[src/irq_ctrl_pkg.sv]
package irq_ctrl_pkg;

  // Register word offsets on the APB bus (byte addresses)
  localparam logic [7:0] OFS_EDGE_SEL = 8'h00;
  localparam logic [7:0] OFS_PRI_0 = 8'h04;
  localparam logic [7:0] OFS_PRI_1 = 8'h08;
  localparam logic [7:0] OFS_PRI_2 = 8'h0C;
  localparam logic [7:0] OFS_PRI_3 = 8'h10;
  localparam logic [7:0] OFS_MF_0 = 8'h14;
  localparam logic [7:0] OFS_MF_1 = 8'h18;
  localparam logic [7:0] OFS_MF_2 = 8'h1C;
  localparam logic [7:0] OFS_MF_3 = 8'h20;
  localparam logic [7:0] OFS_STATUS = 8'h24;

  // Reset values
  localparam logic [7:0] RST_REG = 8'h00;

  // Field positions in primary_int_ctrl_0
  localparam int POS_GLOBAL_EN = 0;

  // Edge select codes
  localparam logic [1:0] EDGE_OFF = 2'h0;
  localparam logic [1:0] EDGE_RISE = 2'h1;
  localparam logic [1:0] EDGE_FALL = 2'h2;
  localparam logic [1:0] EDGE_BOTH = 2'h3;

  // APB request carried as one packed group
  typedef struct packed {
    logic psel;
    logic penable;
    logic pwrite;
    logic [7:0] paddr;
    logic [31:0] pwdata;
  } apb_req_type;

  // APB access phases
  typedef enum logic [1:0] {
    PH_IDLE = 2'b00,
    PH_SETUP = 2'b01,
    PH_ACCESS = 2'b10
  } apb_phase_type;

endpackage

[src/edge_detect.sv]
`timescale 1ns/1ps
// Synchronises one external pin and reports selected edges
module edge_detect
  import irq_ctrl_pkg::*;
(
  input wire logic i_clk,
  input wire logic i_rst_n,
  input wire logic i_ce,
  input wire logic i_pin,
  input wire logic [1:0] i_sel,
  output logic o_edge
);

  // Two-stage synchroniser plus history
  logic s1_q;
  logic s2_q;
  logic prev_q;
  logic rise;
  logic fall;

  // Synchroniser and history registers
  always_ff @(posedge i_clk or negedge i_rst_n) begin
    if (!i_rst_n) begin
      s1_q <= 1'b0;
      s2_q <= 1'b0;
      prev_q <= 1'b0;
    end else if (i_ce) begin
      s1_q <= i_pin;
      s2_q <= s1_q;
      prev_q <= s2_q;
    end
  end

  assign rise = s2_q & ~prev_q;
  assign fall = ~s2_q & prev_q;

  // Edge type decode: off, rising, falling, both
  always_comb begin
    unique case (i_sel)
      EDGE_RISE: o_edge = rise;
      EDGE_FALL: o_edge = fall;
      EDGE_BOTH: o_edge = rise | fall;
      default: o_edge = 1'b0;
    endcase
  end

endmodule

[src/flag_cell.sv]
`timescale 1ns/1ps
// One request flag: hardware set wins over software write
module flag_cell
  import irq_ctrl_pkg::*;
(
  input wire logic i_clk,
  input wire logic i_rst_n,
  input wire logic i_ce,
  input wire logic i_set,
  input wire logic i_wr,
  input wire logic i_wval,
  output logic o_flag
);

  // Flag register
  always_ff @(posedge i_clk or negedge i_rst_n) begin
    if (!i_rst_n) begin
      o_flag <= 1'b0;
    end else if (i_ce) begin
      if (i_set) begin
        o_flag <= 1'b1;
      end else if (i_wr) begin
        o_flag <= i_wval;
      end
    end
  end

endmodule

[src/irq_flag_ctrl.sv]
// The implementer's own choices: the APB slave port and the register offsets.
`timescale 1ns/1ps
// Summary of operation
// - Pin 0 codes: off, rise, fall, both
// - Pin 1 select in bits 3..2
// - Four-pin variant: pin 2 in bits 5..4
// - Four-pin variant: pin 3 in bits 7..6
// - Two-pin variant: upper bits read zero
// - Hardware sets flags; software sets enables
// - Each source has enable and flag
// - Grouped sources report via group flag
// - One edge-select register, one field per pin
// - Up to four primary control registers
// - Timers 1..3 have period, A, B; timer 0 has period, A only
// - Bit 0 of primary 0 is global enable
// - Flags read 1 pending, software writable except the read-only group flags
module irq_flag_ctrl
  import irq_ctrl_pkg::*;
#(
  parameter int NUM_PINS = 4
)(
  input wire logic I_CORE_CLK,
  input wire logic I_RESET_N,
  input wire logic I_CE,
  input wire logic I_PSEL,
  input wire logic I_PENABLE,
  input wire logic I_PWRITE,
  input wire logic [7:0] I_PADDR,
  input wire logic [31:0] I_PWDATA,
  output logic [31:0] O_PRDATA,
  output logic O_PREADY,
  output logic O_PSLVERR,
  input wire logic [3:0] I_EXT_PIN,
  input wire logic [1:0] I_CMP_EVT,
  input wire logic I_CONV_EVT,
  input wire logic [1:0] I_TB_EVT,
  input wire logic I_SERIAL_EVT,
  input wire logic I_LOW_VOLT_EVT,
  input wire logic I_NVMEM_EVT,
  input wire logic I_PIN_CHANGE_EVT,
  input wire logic [3:0] I_TMR_PERIOD_EVT,
  input wire logic [3:0] I_TMR_CMP_A_EVT,
  input wire logic [3:0] I_TMR_CMP_B_EVT,
  output logic O_IRQ
);

  // Reset release through two flip-flops
  logic rst_s1_q;
  logic rst_n;
  always_ff @(posedge I_CORE_CLK or negedge I_RESET_N) begin
    if (!I_RESET_N) begin
      rst_s1_q <= 1'b0;
      rst_n <= 1'b0;
    end else begin
      rst_s1_q <= 1'b1;
      rst_n <= rst_s1_q;
    end
  end

  // Bus request bundle
  apb_req_type req;
  assign req = '{psel: I_PSEL, penable: I_PENABLE, pwrite: I_PWRITE,
                 paddr: I_PADDR, pwdata: I_PWDATA};

  // Write strobe: taken in access phase, answer is zero wait
  logic wr_en;
  logic [7:0] wdat;
  assign wr_en = req.psel & req.penable & req.pwrite & I_CE;
  assign wdat = req.pwdata[7:0];

  // Known offsets
  logic addr_ok;
  always_comb begin
    unique case (req.paddr)
      OFS_EDGE_SEL, OFS_PRI_0, OFS_PRI_1, OFS_PRI_2, OFS_PRI_3,
      OFS_MF_0, OFS_MF_1, OFS_MF_2, OFS_MF_3, OFS_STATUS: addr_ok = 1'b1;
      default: addr_ok = 1'b0;
    endcase
  end

  // Edge-select register, one field per pin
  logic [7:0] edge_sel_q;
  logic [7:0] edge_mask;
  assign edge_mask = (NUM_PINS > 2) ? 8'hFF : 8'h0F;
  always_ff @(posedge I_CORE_CLK or negedge rst_n) begin
    if (!rst_n) begin
      edge_sel_q <= RST_REG;
    end else if (wr_en && req.paddr == OFS_EDGE_SEL) begin
      edge_sel_q <= wdat & edge_mask;
    end
  end

  // Enable bits written by software
  logic global_irq_enable;
  logic [3:0] ext_pin_irq_enable;
  logic [1:0] comparator_irq_enable;
  logic converter_irq_enable;
  logic [3:0] multi_group_enable;
  logic [1:0] timebase_irq_enable;
  logic [3:0] mf_sub_en_q [4]; // Per-group sub-enables
  always_ff @(posedge I_CORE_CLK or negedge rst_n) begin
    if (!rst_n) begin
      global_irq_enable <= 1'b0;
      ext_pin_irq_enable <= 4'h0;
      comparator_irq_enable <= 2'h0;
      converter_irq_enable <= 1'b0;
      multi_group_enable <= 4'h0;
      timebase_irq_enable <= 2'h0;
      for (int g = 0; g < 4; g++) begin
        mf_sub_en_q[g] <= 4'h0;
      end
    end else if (wr_en) begin
      // Primary registers 0..3 and group registers MF 0..3
      unique case (req.paddr)
        OFS_PRI_0: begin
          global_irq_enable <= wdat[POS_GLOBAL_EN];
          ext_pin_irq_enable[1:0] <= wdat[2:1];
          comparator_irq_enable[0] <= wdat[3];
        end
        OFS_PRI_1: begin
          comparator_irq_enable[1] <= wdat[0];
          multi_group_enable[1:0] <= wdat[2:1];
          converter_irq_enable <= wdat[3];
        end
        OFS_PRI_2: begin
          multi_group_enable[2] <= wdat[0];
          timebase_irq_enable <= wdat[2:1];
          multi_group_enable[3] <= wdat[3];
        end
        OFS_PRI_3: begin
          if (NUM_PINS > 2) begin
            ext_pin_irq_enable[3:2] <= wdat[1:0];
          end
        end
        OFS_MF_0: mf_sub_en_q[0] <= wdat[3:0];
        OFS_MF_1: mf_sub_en_q[1] <= {1'b0, wdat[2:0]}; // Group 1 has three sources only
        OFS_MF_2: mf_sub_en_q[2] <= wdat[3:0];
        OFS_MF_3: mf_sub_en_q[3] <= wdat[3:0];
        default: ;
      endcase
    end
  end

  // Flag write strobes per register
  logic [7:0] fwr;
  assign fwr = {2'b00,
                wr_en && req.paddr == OFS_MF_3, wr_en && req.paddr == OFS_MF_2,
                wr_en && req.paddr == OFS_MF_1, wr_en && req.paddr == OFS_MF_0,
                wr_en && req.paddr == OFS_PRI_3, wr_en && req.paddr == OFS_PRI_1};

  // External pin edge detection and flags
  logic [3:0] ext_pin_irq_flag;
  logic [3:0] pin_edge;
  genvar p;
  generate
    for (p = 0; p < 4; p++) begin : g_pin
      logic wr_pin;
      logic wv_pin;
      if (p < 2) begin : g_lo
        assign wr_pin = wr_en && req.paddr == OFS_PRI_0;
        assign wv_pin = wdat[4 + p];
      end else begin : g_hi
        // Pins beyond the variant keep their flags inert
        assign wr_pin = fwr[1] && (p < NUM_PINS);
        assign wv_pin = wdat[2 + p];
      end
      if (p < NUM_PINS) begin : g_on
        edge_detect u_edge (
          .i_clk(I_CORE_CLK),
          .i_rst_n(rst_n),
          .i_ce(I_CE),
          .i_pin(I_EXT_PIN[p]),
          .i_sel(edge_sel_q[2*p +: 2]),
          .o_edge(pin_edge[p])
        );
      end else begin : g_off
        assign pin_edge[p] = 1'b0;
      end
      flag_cell u_flag (
        .i_clk(I_CORE_CLK),
        .i_rst_n(rst_n),
        .i_ce(I_CE),
        .i_set(pin_edge[p]),
        .i_wr(wr_pin),
        .i_wval(wv_pin),
        .o_flag(ext_pin_irq_flag[p])
      );
    end
  endgenerate

  // Other primary flags, set by hardware, clearable by software
  logic [1:0] comparator_irq_flag;
  logic converter_irq_flag;
  logic [1:0] timebase_irq_flag;
  always_ff @(posedge I_CORE_CLK or negedge rst_n) begin
    if (!rst_n) begin
      comparator_irq_flag <= 2'h0;
      converter_irq_flag <= 1'b0;
      timebase_irq_flag <= 2'h0;
    end else if (I_CE) begin
      // Event in same cycle as a write keeps the flag set
      comparator_irq_flag[0] <= I_CMP_EVT[0] |
        ((wr_en && req.paddr == OFS_PRI_0) ? wdat[6] : comparator_irq_flag[0]);
      comparator_irq_flag[1] <= I_CMP_EVT[1] |
        ((wr_en && req.paddr == OFS_PRI_1) ? wdat[4] : comparator_irq_flag[1]);
      converter_irq_flag <= I_CONV_EVT |
        ((wr_en && req.paddr == OFS_PRI_1) ? wdat[7] : converter_irq_flag);
      timebase_irq_flag <= I_TB_EVT |
        ((wr_en && req.paddr == OFS_PRI_2) ? wdat[6:5] : timebase_irq_flag);
    end
  end

  // Multi-function sub-flags: timers in groups 0,1,3; misc in group 2
  logic [3:0] mf_sub_set [4];
  logic [3:0] mf_sub_flag_q [4];
  assign mf_sub_set[0] = {I_TMR_CMP_A_EVT[2], I_TMR_PERIOD_EVT[2],
                          I_TMR_CMP_A_EVT[0], I_TMR_PERIOD_EVT[0]};
  assign mf_sub_set[1] = {1'b0, I_TMR_CMP_B_EVT[1], I_TMR_CMP_A_EVT[1],
                          I_TMR_PERIOD_EVT[1]};
  assign mf_sub_set[2] = {I_NVMEM_EVT, I_LOW_VOLT_EVT, I_PIN_CHANGE_EVT,
                          I_SERIAL_EVT};
  assign mf_sub_set[3] = {I_TMR_CMP_B_EVT[3], I_TMR_CMP_B_EVT[2],
                          I_TMR_CMP_A_EVT[3], I_TMR_PERIOD_EVT[3]};
  always_ff @(posedge I_CORE_CLK or negedge rst_n) begin
    if (!rst_n) begin
      for (int g = 0; g < 4; g++) begin
        mf_sub_flag_q[g] <= 4'h0;
      end
    end else if (I_CE) begin
      for (int g = 0; g < 4; g++) begin
        mf_sub_flag_q[g] <= mf_sub_set[g] |
          (fwr[2 + g] ? (wdat[7:4] & ((g == 1) ? 4'h7 : 4'hF)) : mf_sub_flag_q[g]);
      end
    end
  end

  // Group flag is any sub-flag pending and enabled
  logic [3:0] multi_group_flag;
  always_comb begin
    for (int g = 0; g < 4; g++) begin
      multi_group_flag[g] = |(mf_sub_flag_q[g] & mf_sub_en_q[g]);
    end
  end

  // Interrupt request: flag, own enable and global enable
  logic irq_any;
  assign irq_any = global_irq_enable &
    (|(ext_pin_irq_flag & ext_pin_irq_enable) |
     |(comparator_irq_flag & comparator_irq_enable) |
     (converter_irq_flag & converter_irq_enable) |
     |(multi_group_flag & multi_group_enable) |
     |(timebase_irq_flag & timebase_irq_enable));

  // Read data mux
  logic [7:0] rd_val;
  always_comb begin
    rd_val = 8'h00;
    unique case (req.paddr)
      OFS_EDGE_SEL: rd_val = edge_sel_q;
      OFS_PRI_0: rd_val = {1'b0, comparator_irq_flag[0], ext_pin_irq_flag[1:0],
                           comparator_irq_enable[0], ext_pin_irq_enable[1:0],
                           global_irq_enable};
      OFS_PRI_1: rd_val = {converter_irq_flag, multi_group_flag[1:0],
                           comparator_irq_flag[1], converter_irq_enable,
                           multi_group_enable[1:0], comparator_irq_enable[1]};
      OFS_PRI_2: rd_val = {multi_group_flag[3], timebase_irq_flag,
                           multi_group_flag[2], multi_group_enable[3],
                           timebase_irq_enable, multi_group_enable[2]};
      OFS_PRI_3: rd_val = {2'b00, ext_pin_irq_flag[3:2], 2'b00,
                           ext_pin_irq_enable[3:2]};
      OFS_MF_0: rd_val = {mf_sub_flag_q[0], mf_sub_en_q[0]};
      OFS_MF_1: rd_val = {mf_sub_flag_q[1], mf_sub_en_q[1]};
      OFS_MF_2: rd_val = {mf_sub_flag_q[2], mf_sub_en_q[2]};
      OFS_MF_3: rd_val = {mf_sub_flag_q[3], mf_sub_en_q[3]};
      OFS_STATUS: rd_val = {7'h00, irq_any};
      default: rd_val = 8'h00;
    endcase
  end

  // Registered bus answer: ready in the first cycle of access phase
  always_ff @(posedge I_CORE_CLK or negedge rst_n) begin
    if (!rst_n) begin
      O_PRDATA <= 32'h00000000;
      O_PREADY <= 1'b0;
      O_PSLVERR <= 1'b0;
    end else if (I_CE) begin
      O_PREADY <= req.psel & ~req.penable;
      O_PSLVERR <= req.psel & ~req.penable & ~addr_ok;
      if (req.psel & ~req.penable & ~req.pwrite) begin
        O_PRDATA <= {24'h000000, rd_val};
      end
    end
  end

  // Interrupt output register
  always_ff @(posedge I_CORE_CLK or negedge rst_n) begin
    if (!rst_n) begin
      O_IRQ <= 1'b0;
    end else if (I_CE) begin
      O_IRQ <= irq_any;
    end
  end

endmodule

[config.mk]
export PLATFORM = sky130hd
export DESIGN_NAME = irq_flag_ctrl
export DESIGN_NICKNAME = d
export VERILOG_FILES = /design/src/irq_ctrl_pkg.sv /design/src/edge_detect.sv /design/src/flag_cell.sv /design/src/irq_flag_ctrl.sv
export SDC_FILE = /design/constraint.sdc
export NUM_CORES = 1
export LEC_CHECK = 0
export ABC_CLOCK_PERIOD_IN_PS = 2790
export BUFFER_PORTS_ARGS = -buffer_cell sky130_fd_sc_hd__buf_4
export CAP_MARGIN = 10
export CORE_MARGIN = 2
export CORE_UTILIZATION = 49
export CTS_CLUSTER_SIZE = 12
export DETAILED_ROUTE_END_ITERATION = 10
export PLACE_DENSITY = 0.73
export SYNTH_ARGS = -nofsm -noshare
export SYNTH_HDL_FRONTEND = slang
export SYNTH_SLANG_ARGS = --single-unit
[constraint.sdc]
create_clock -name I_CORE_CLK -period 2.79 [get_ports I_CORE_CLK]
set_clock_uncertainty 0.05 [all_clocks]
set_input_delay 0.6975 -clock I_CORE_CLK [delete_from_list [all_inputs] [get_ports I_CORE_CLK]]
set_output_delay 0.6975 -clock I_CORE_CLK [all_outputs]
set_load 0.01 [all_outputs]
# Word-level counts from Yosys, hierarchy flattened

Cells that the tools add are included.

RAM bits: 0
Flip-flop bits (word level): 87
Bits in read-only memories: 0
Latch bits: 0
Word-level logic and storage cells: 173
Memories kept: 0
Output and inout port bits: 35

$lt $le $gt $ge: 0
Divide/modulo/power cells: 0
Multiplexer cells: 22
$add $sub $neg: 0
Bitwise gates (word level): 51
$mul: 0
Shift-type cells: 0
Equal/unequal tests: 21
Reductions and logical operators: 36

Operator list:

| cell                                                                   | count |
|---|---|
| 8-bit one-hot mux with 10 select lines                                 | 1 |
| 8-bit by 5-bit equality test with 1-bit output (second input constant) | 4 |
| 2-bit AND reduction                                                    | 13 |
| 4-bit OR reduction                                                     | 6 |
| 4-bit bitwise AND                                                      | 5 |
| 1-bit bitwise AND                                                      | 16 |
| 2-bit equality test (second input constant)                            | 8 |
| 8-bit by 4-bit equality test with 1-bit output (second input constant) | 2 |
| 8-bit by 6-bit equality test with 1-bit output (second input constant) | 2 |
| 4-bit 2-to-1 mux                                                       | 4 |
| 1-bit 2-to-1 mux                                                       | 12 |
| 4-bit bitwise OR                                                       | 3 |
| 1-bit one-hot mux with 3 select lines                                  | 4 |
| 1-bit inverter                                                         | 11 |
| 1-bit bitwise OR                                                       | 11 |
| 10-bit OR reduction                                                    | 1 |
| 1-bit logical AND                                                      | 9 |
| 2-bit by 1-bit equality test with 1-bit output (second input constant) | 4 |
| 8-bit by 3-bit equality test with 1-bit output (second input constant) | 1 |
| 8-bit logical NOT                                                      | 1 |
| 2-bit nonzero test                                                     | 4 |
| 2-bit bitwise AND                                                      | 2 |
| 4-bit by 3-bit bitwise AND with 4-bit output                           | 1 |
| 3-bit by 4-bit bitwise OR with 4-bit output                            | 1 |
| 3 further kinds                                                        | 4 |

# Depth between registers and ports, before layout

Word-level depth: 8
Depth in mapped cells: 7
Gate-level depth less buffers: 7

# Cells and area by module

From an unflattened synthesis, not the netlist that was laid out.

Cell total of the unflattened synthesis: 456
Area, all modules: 4673.2 um^2

By module, submodules not included:

| module        | instances | cells an instance | seq. area each (um^2) | area an instance (um^2) |
|---|---|---|---|---|
| irq_flag_ctrl | 1         | 368               | 1751.7                | 3782.4 |
| edge_detect   | 4         | 17                | 75.1                  | 166.4 |
| flag_cell     | 4         | 5                 | 25.0                  | 56.3 |

# Worst setup path after synthesis

No wires, ideal clock.

Path kind: input to register
Start: input port I_PADDR[5]
End: register comparator_irq_enable[0]
Data arrival time: 2.172 ns
Stages on the path: 5
Slack: 0.443 ns
Library setup time: 0.125 ns
Cell sequence: buf_2 or4_1 buf_2 nor3_4 mux2_2

Cells in the longest elaborated chain, start to end: 2

RTL lines:

| element                                        | line                 | source |
|---|---|---|
| start: declaration                             | irq_flag_ctrl.sv:28  | `input wire logic [7:0] I_PADDR,` |
| 8-bit by 3-bit equality test with 1-bit output | irq_flag_ctrl.sv:114 | `unique case (req.paddr)` |
| 2-bit AND reduction (no line)                  | --                   |  |
| end signal: assignment                         | irq_flag_ctrl.sv:118 | `comparator_irq_enable[0] <= wdat[3];` |
| end: declaration                               | irq_flag_ctrl.sv:96  | `logic [1:0] comparator_irq_enable;` |

No other way between the ends.
A chain may end at the register's enable or synchronous reset.

# Worst setup path in the final report

Start: input port I_PADDR[5]
End: register ext_pin_irq_enable[1]

Cells in the longest elaborated chain, start to end: 2

RTL lines:

| element                                        | line                 | source |
|---|---|---|
| 8-bit by 3-bit equality test with 1-bit output | irq_flag_ctrl.sv:114 |  |
| 2-bit AND reduction (no line)                  | --                   |  |
| end signal: assignment                         | irq_flag_ctrl.sv:117 | `ext_pin_irq_enable[1:0] <= wdat[2:1];` |
| end: declaration                               | irq_flag_ctrl.sv:95  | `logic [3:0] ext_pin_irq_enable;` |

No other way between the ends.

==> flow_metrics.env <==
export IMPL_relSlewSlack=0.2884
export IMPL_clockBufferDepth=2
export IMPL_cts_tree="built"
export IMPL_cts_resized=0
export IMPL_synth_async_reset_ratio=1.000
export IMPL_crit_path_end="ext_pin_irq_enable[1]"
export IMPL_die_area_um2=10220
export IMPL_drt_pass1_iterations=5
export IMPL_leakagePower_nw=2.521
export IMPL_ys_seq_area_frac=0.4660
export IMPL_fin_crit_sh=0.7724
export IMPL_gp_congestion=0.9972
export IMPL_reg2reg_to="O_IRQ"
export IMPL_grt_pass1_vias=3609
export IMPL_hold_buffers=0
export IMPL_synth_top_area_frac=0.4660
export IMPL_antenna_found_initial=0
export IMPL_power_switching_share=0.2911
export IMPL_synth_warnings=0
export IMPL_ys_ff_latch=86
export IMPL_yosysUniqueCellTypes=51
export IMPL_h_tree_depth=3
export IMPL_overflow=0
export IMPL_drtIter0Drc=290
export IMPL_pwr_share_comb=0.124
export IMPL_totalWireLength_um=12620
export IMPL_ant_nets=0
export IMPL_hp_class="in2async"
export IMPL_switchingPower_mw=0.7273
export IMPL_stdcell_area_um2=5264
export IMPL_placed_area_um2=5082
export IMPL_p_int_mw=1.771
export IMPL_dp_cells=636
export IMPL_cts_setup_buffers=0
export IMPL_cts_buffers=9
export IMPL_antenna_cells=0
export IMPL_reg2reg_slack_ns=0.70
export IMPL_rows=35
export IMPL_instances_no_fill=652
export IMPL_critPathKind="in2reg"
export IMPL_grt_pass1_wl_um=20240
export IMPL_power_mw=2.499
export IMPL_rsz0062_at_grt="false"
export IMPL_synth_cells=480
export IMPL_worstPathArrival_ns=2.36
export IMPL_slew_violations=0
export IMPL_cp_end_kind="flop"
export IMPL_hpwl_um=9312
export IMPL_grt_max_degree=85
export IMPL_die_w_um=101.1
export IMPL_finalWorstPathRequiredPeriod_ns=2.155
export IMPL_reg2reg_depth=5
export IMPL_drive_gt1_frac=0.2274
export IMPL_finalSetupViolations=0
export IMPL_p_per_area_nw_per_um2=474.7
export IMPL_drc_errors=0
export IMPL_cp_start_kind="input pin"
export IMPL_nFillCells=844
export IMPL_synth_area_top_cells="dfrtp_1 (47%), nand2_1 (7.8%), mux2_2 (5.9%)"
export IMPL_r2r_start="mf_sub_flag_q[4]"
export IMPL_crit_required_ns=2.99
export IMPL_port_buffers=56
export IMPL_tns_ns=0
export IMPL_vias_per_cell=5.831
export IMPL_place_ws_ns=0.2692
export IMPL_synth_top_area_cell="dfrtp_1"
export IMPL_cp_startpoint="I_PADDR[5]"
export IMPL_syn_area_per_cell_um2=9.621
export IMPL_path_clk_slew_ns=0.09
export IMPL_power_frac_clock=0.334
export IMPL_vias=3802
export IMPL_synth_edff_count=0
export IMPL_grt_util_all_layers=0.2622
export IMPL_fp_coreArea_um2=9196
export IMPL_start_util=0.5022
export IMPL_cts_num_sinks=86
export IMPL_clockRootBuffer="clkbuf_8"
export IMPL_final_util=0.5724
export IMPL_areaGrowthSynthToFinish_pct=13.98
export IMPL_io_pins=106
export IMPL_synth_top_flop_cell="dfrtp_1"
export IMPL_fmax_mhz=464.0
export IMPL_synth_area_um2=4618
export IMPL_hold_ws_ns=0.04747
export IMPL_finalNetCount=615
export IMPL_clk_latency_ns=0.37
export IMPL_crit_fanout=16
export IMPL_dieHeight_um=101.1
export IMPL_hold_violations=0
export IMPL_max_slew_worst_pin_slew_ns=1.067
export IMPL_cap_violations=0
export IMPL_seq_power_share=0.542
export IMPL_wl_per_cell_um=19.36
export IMPL_fin_ws_ns=0.6349
export IMPL_run_status="finished clean"
export IMPL_vdd_drop_max_mv=0.3079
==> layout by cell type (no fill, tap or decap), drive strengths merged, types with 2 or more instances in the layout <==
cell type,count
nor2,15
nand2,96
a221oi,3
nor4,3
a222oi,2
o22ai,6
nand4,2
a22o,6
a221o,2
clkinvlp,2
mux2i,20
and3,4
conb,25
clkinv,2
mux2,24
o21ai,40
o2bb2ai,4
dfrtp,86
nor4b,3
a22oi,5
clkbuf,9
nand3,11
nor3,9
o2111ai,2
o22a,4
and4,3
inv,23
a21oi,37
a211oi,4
buf,69
ha,8
==> critical path: stages <==
cell    delay [ns]
buf_4         0.19
or4_1         0.67
nor3_4        0.41
mux2_2        0.38
==> synthesized netlist by cell type (2+ instances only) <==
| cell type | n |
|---|---|
| buf_2 | 7 |
| ha_1 | 8 |
| nand3_1 | 10 |
| o22ai_1 | 6 |
| mux2_2 | 24 |
| buf_1 | 5 |
| nand2_1 | 96 |
| nor3_2 | 2 |
| a221o_1 | 2 |
| nor4_4 | 2 |
| a222oi_1 | 2 |
| inv_1 | 20 |
| o2111ai_1 | 2 |
| clkbuf_1 | 10 |
| nor2_1 | 15 |
| a211oi_1 | 4 |
| buf_4 | 24 |
| a22o_1 | 6 |
| nor3_4 | 3 |
| nor4b_1 | 2 |
| a21oi_1 | 37 |
| o21ai_0 | 39 |
| conb_1 | 2 |
| mux2i_1 | 20 |
| and3_1 | 4 |
| a221oi_1 | 3 |
| dfrtp_1 | 86 |
| and4_1 | 3 |
| nor3_1 | 4 |
| o2bb2ai_1 | 4 |
| o22a_1 | 4 |
| a22oi_1 | 5 |
==> area by class of cell <==
type / count / area (um^2) / share of cell area
Clock buffer: 9 / 123.9 / 0.02353
Inverter: 20 / 75.07 / 0.01426
Sequential cell: 86 / 2156 / 0.4096
Tap cell: 111 / 138.9 / 0.02638
Timing Repair Buffer: 69 / 518.0 / 0.09841
Multi-Input combinational cell: 350 / 2195 / 0.4169
Clock inverter: 7 / 57.56 / 0.01093
==> metal layers <==
layer,part of all wire,vias to the layer above,wire length (um),track usage
met2,0.46,151,5852,0.4045
met5,0,-,0,0
met1,0.46,1861,5747,0.3869
li1,-,1772,-,-
met4,0.014,0,178,0.06341
met3,0.067,18,846,0.04438
==> cell families after synthesis <==
logic type | count (synthesis) | share of synthesized area
adders and majority gates | 8 | 0.02168
DFF | 86 | 0.4660
AOI/OAI and AO/OA | 121 | 0.1617
other | 2 | 0.001626
buffers and inverters | 67 | 0.07749
muxes | 45 | 0.1067
and+or+nand+nor | 151 | 0.1647
==> flip-flops by register name, indices dropped and copies added (netlist names) <==
register                  flops
O_PRDATA                      8
g_pin.g_on.u_edge.s1_q        4
rst_n                         1
global_irq_enable             1
comparator_irq_enable         2
O_IRQ                         1
converter_irq_flag            1
mf_sub_en_q                  15
mf_sub_flag_q                15
rst_s1_q                      1
timebase_irq_enable           2
g_pin.g_on.u_edge.prev_q      4
O_PREADY                      1
ext_pin_irq_enable            4
multi_group_enable            4
timebase_irq_flag             2
converter_irq_enable          1
g_pin.u_flag.o_flag           4
g_pin.g_on.u_edge.s2_q        4
comparator_irq_flag           2
edge_sel_q                    8
O_PSLVERR                     1
==> power groups by stage <==
stage	Sequential, mW	Clock [mW]	Combinational, mW
floorplan	1.37	0	0.187
global placement	1.38	0	0.301
detailed placement	1.38	0	0.308
CTS	1.36	0.842	0.309
global route	1.37	0.897	0.344
finish	1.35	0.835	0.309
==> worst min-delay path by stage <==
stage              start    end  slack [ns]  cells past startpoint
4_1_cts        I_RESET_N  rst_n        0.04                      1
6_report       I_RESET_N  rst_n        0.05                      1
3_5_place_dp    rst_s1_q  rst_n        0.29                      0
2_1_floorplan   rst_s1_q  rst_n        0.28                      0
5_1_grt        I_RESET_N  rst_n        0.03                      1
3_3_place_gp    rst_s1_q  rst_n        0.29                      0
Note: power is estimated with default switching activity, not from simulation.
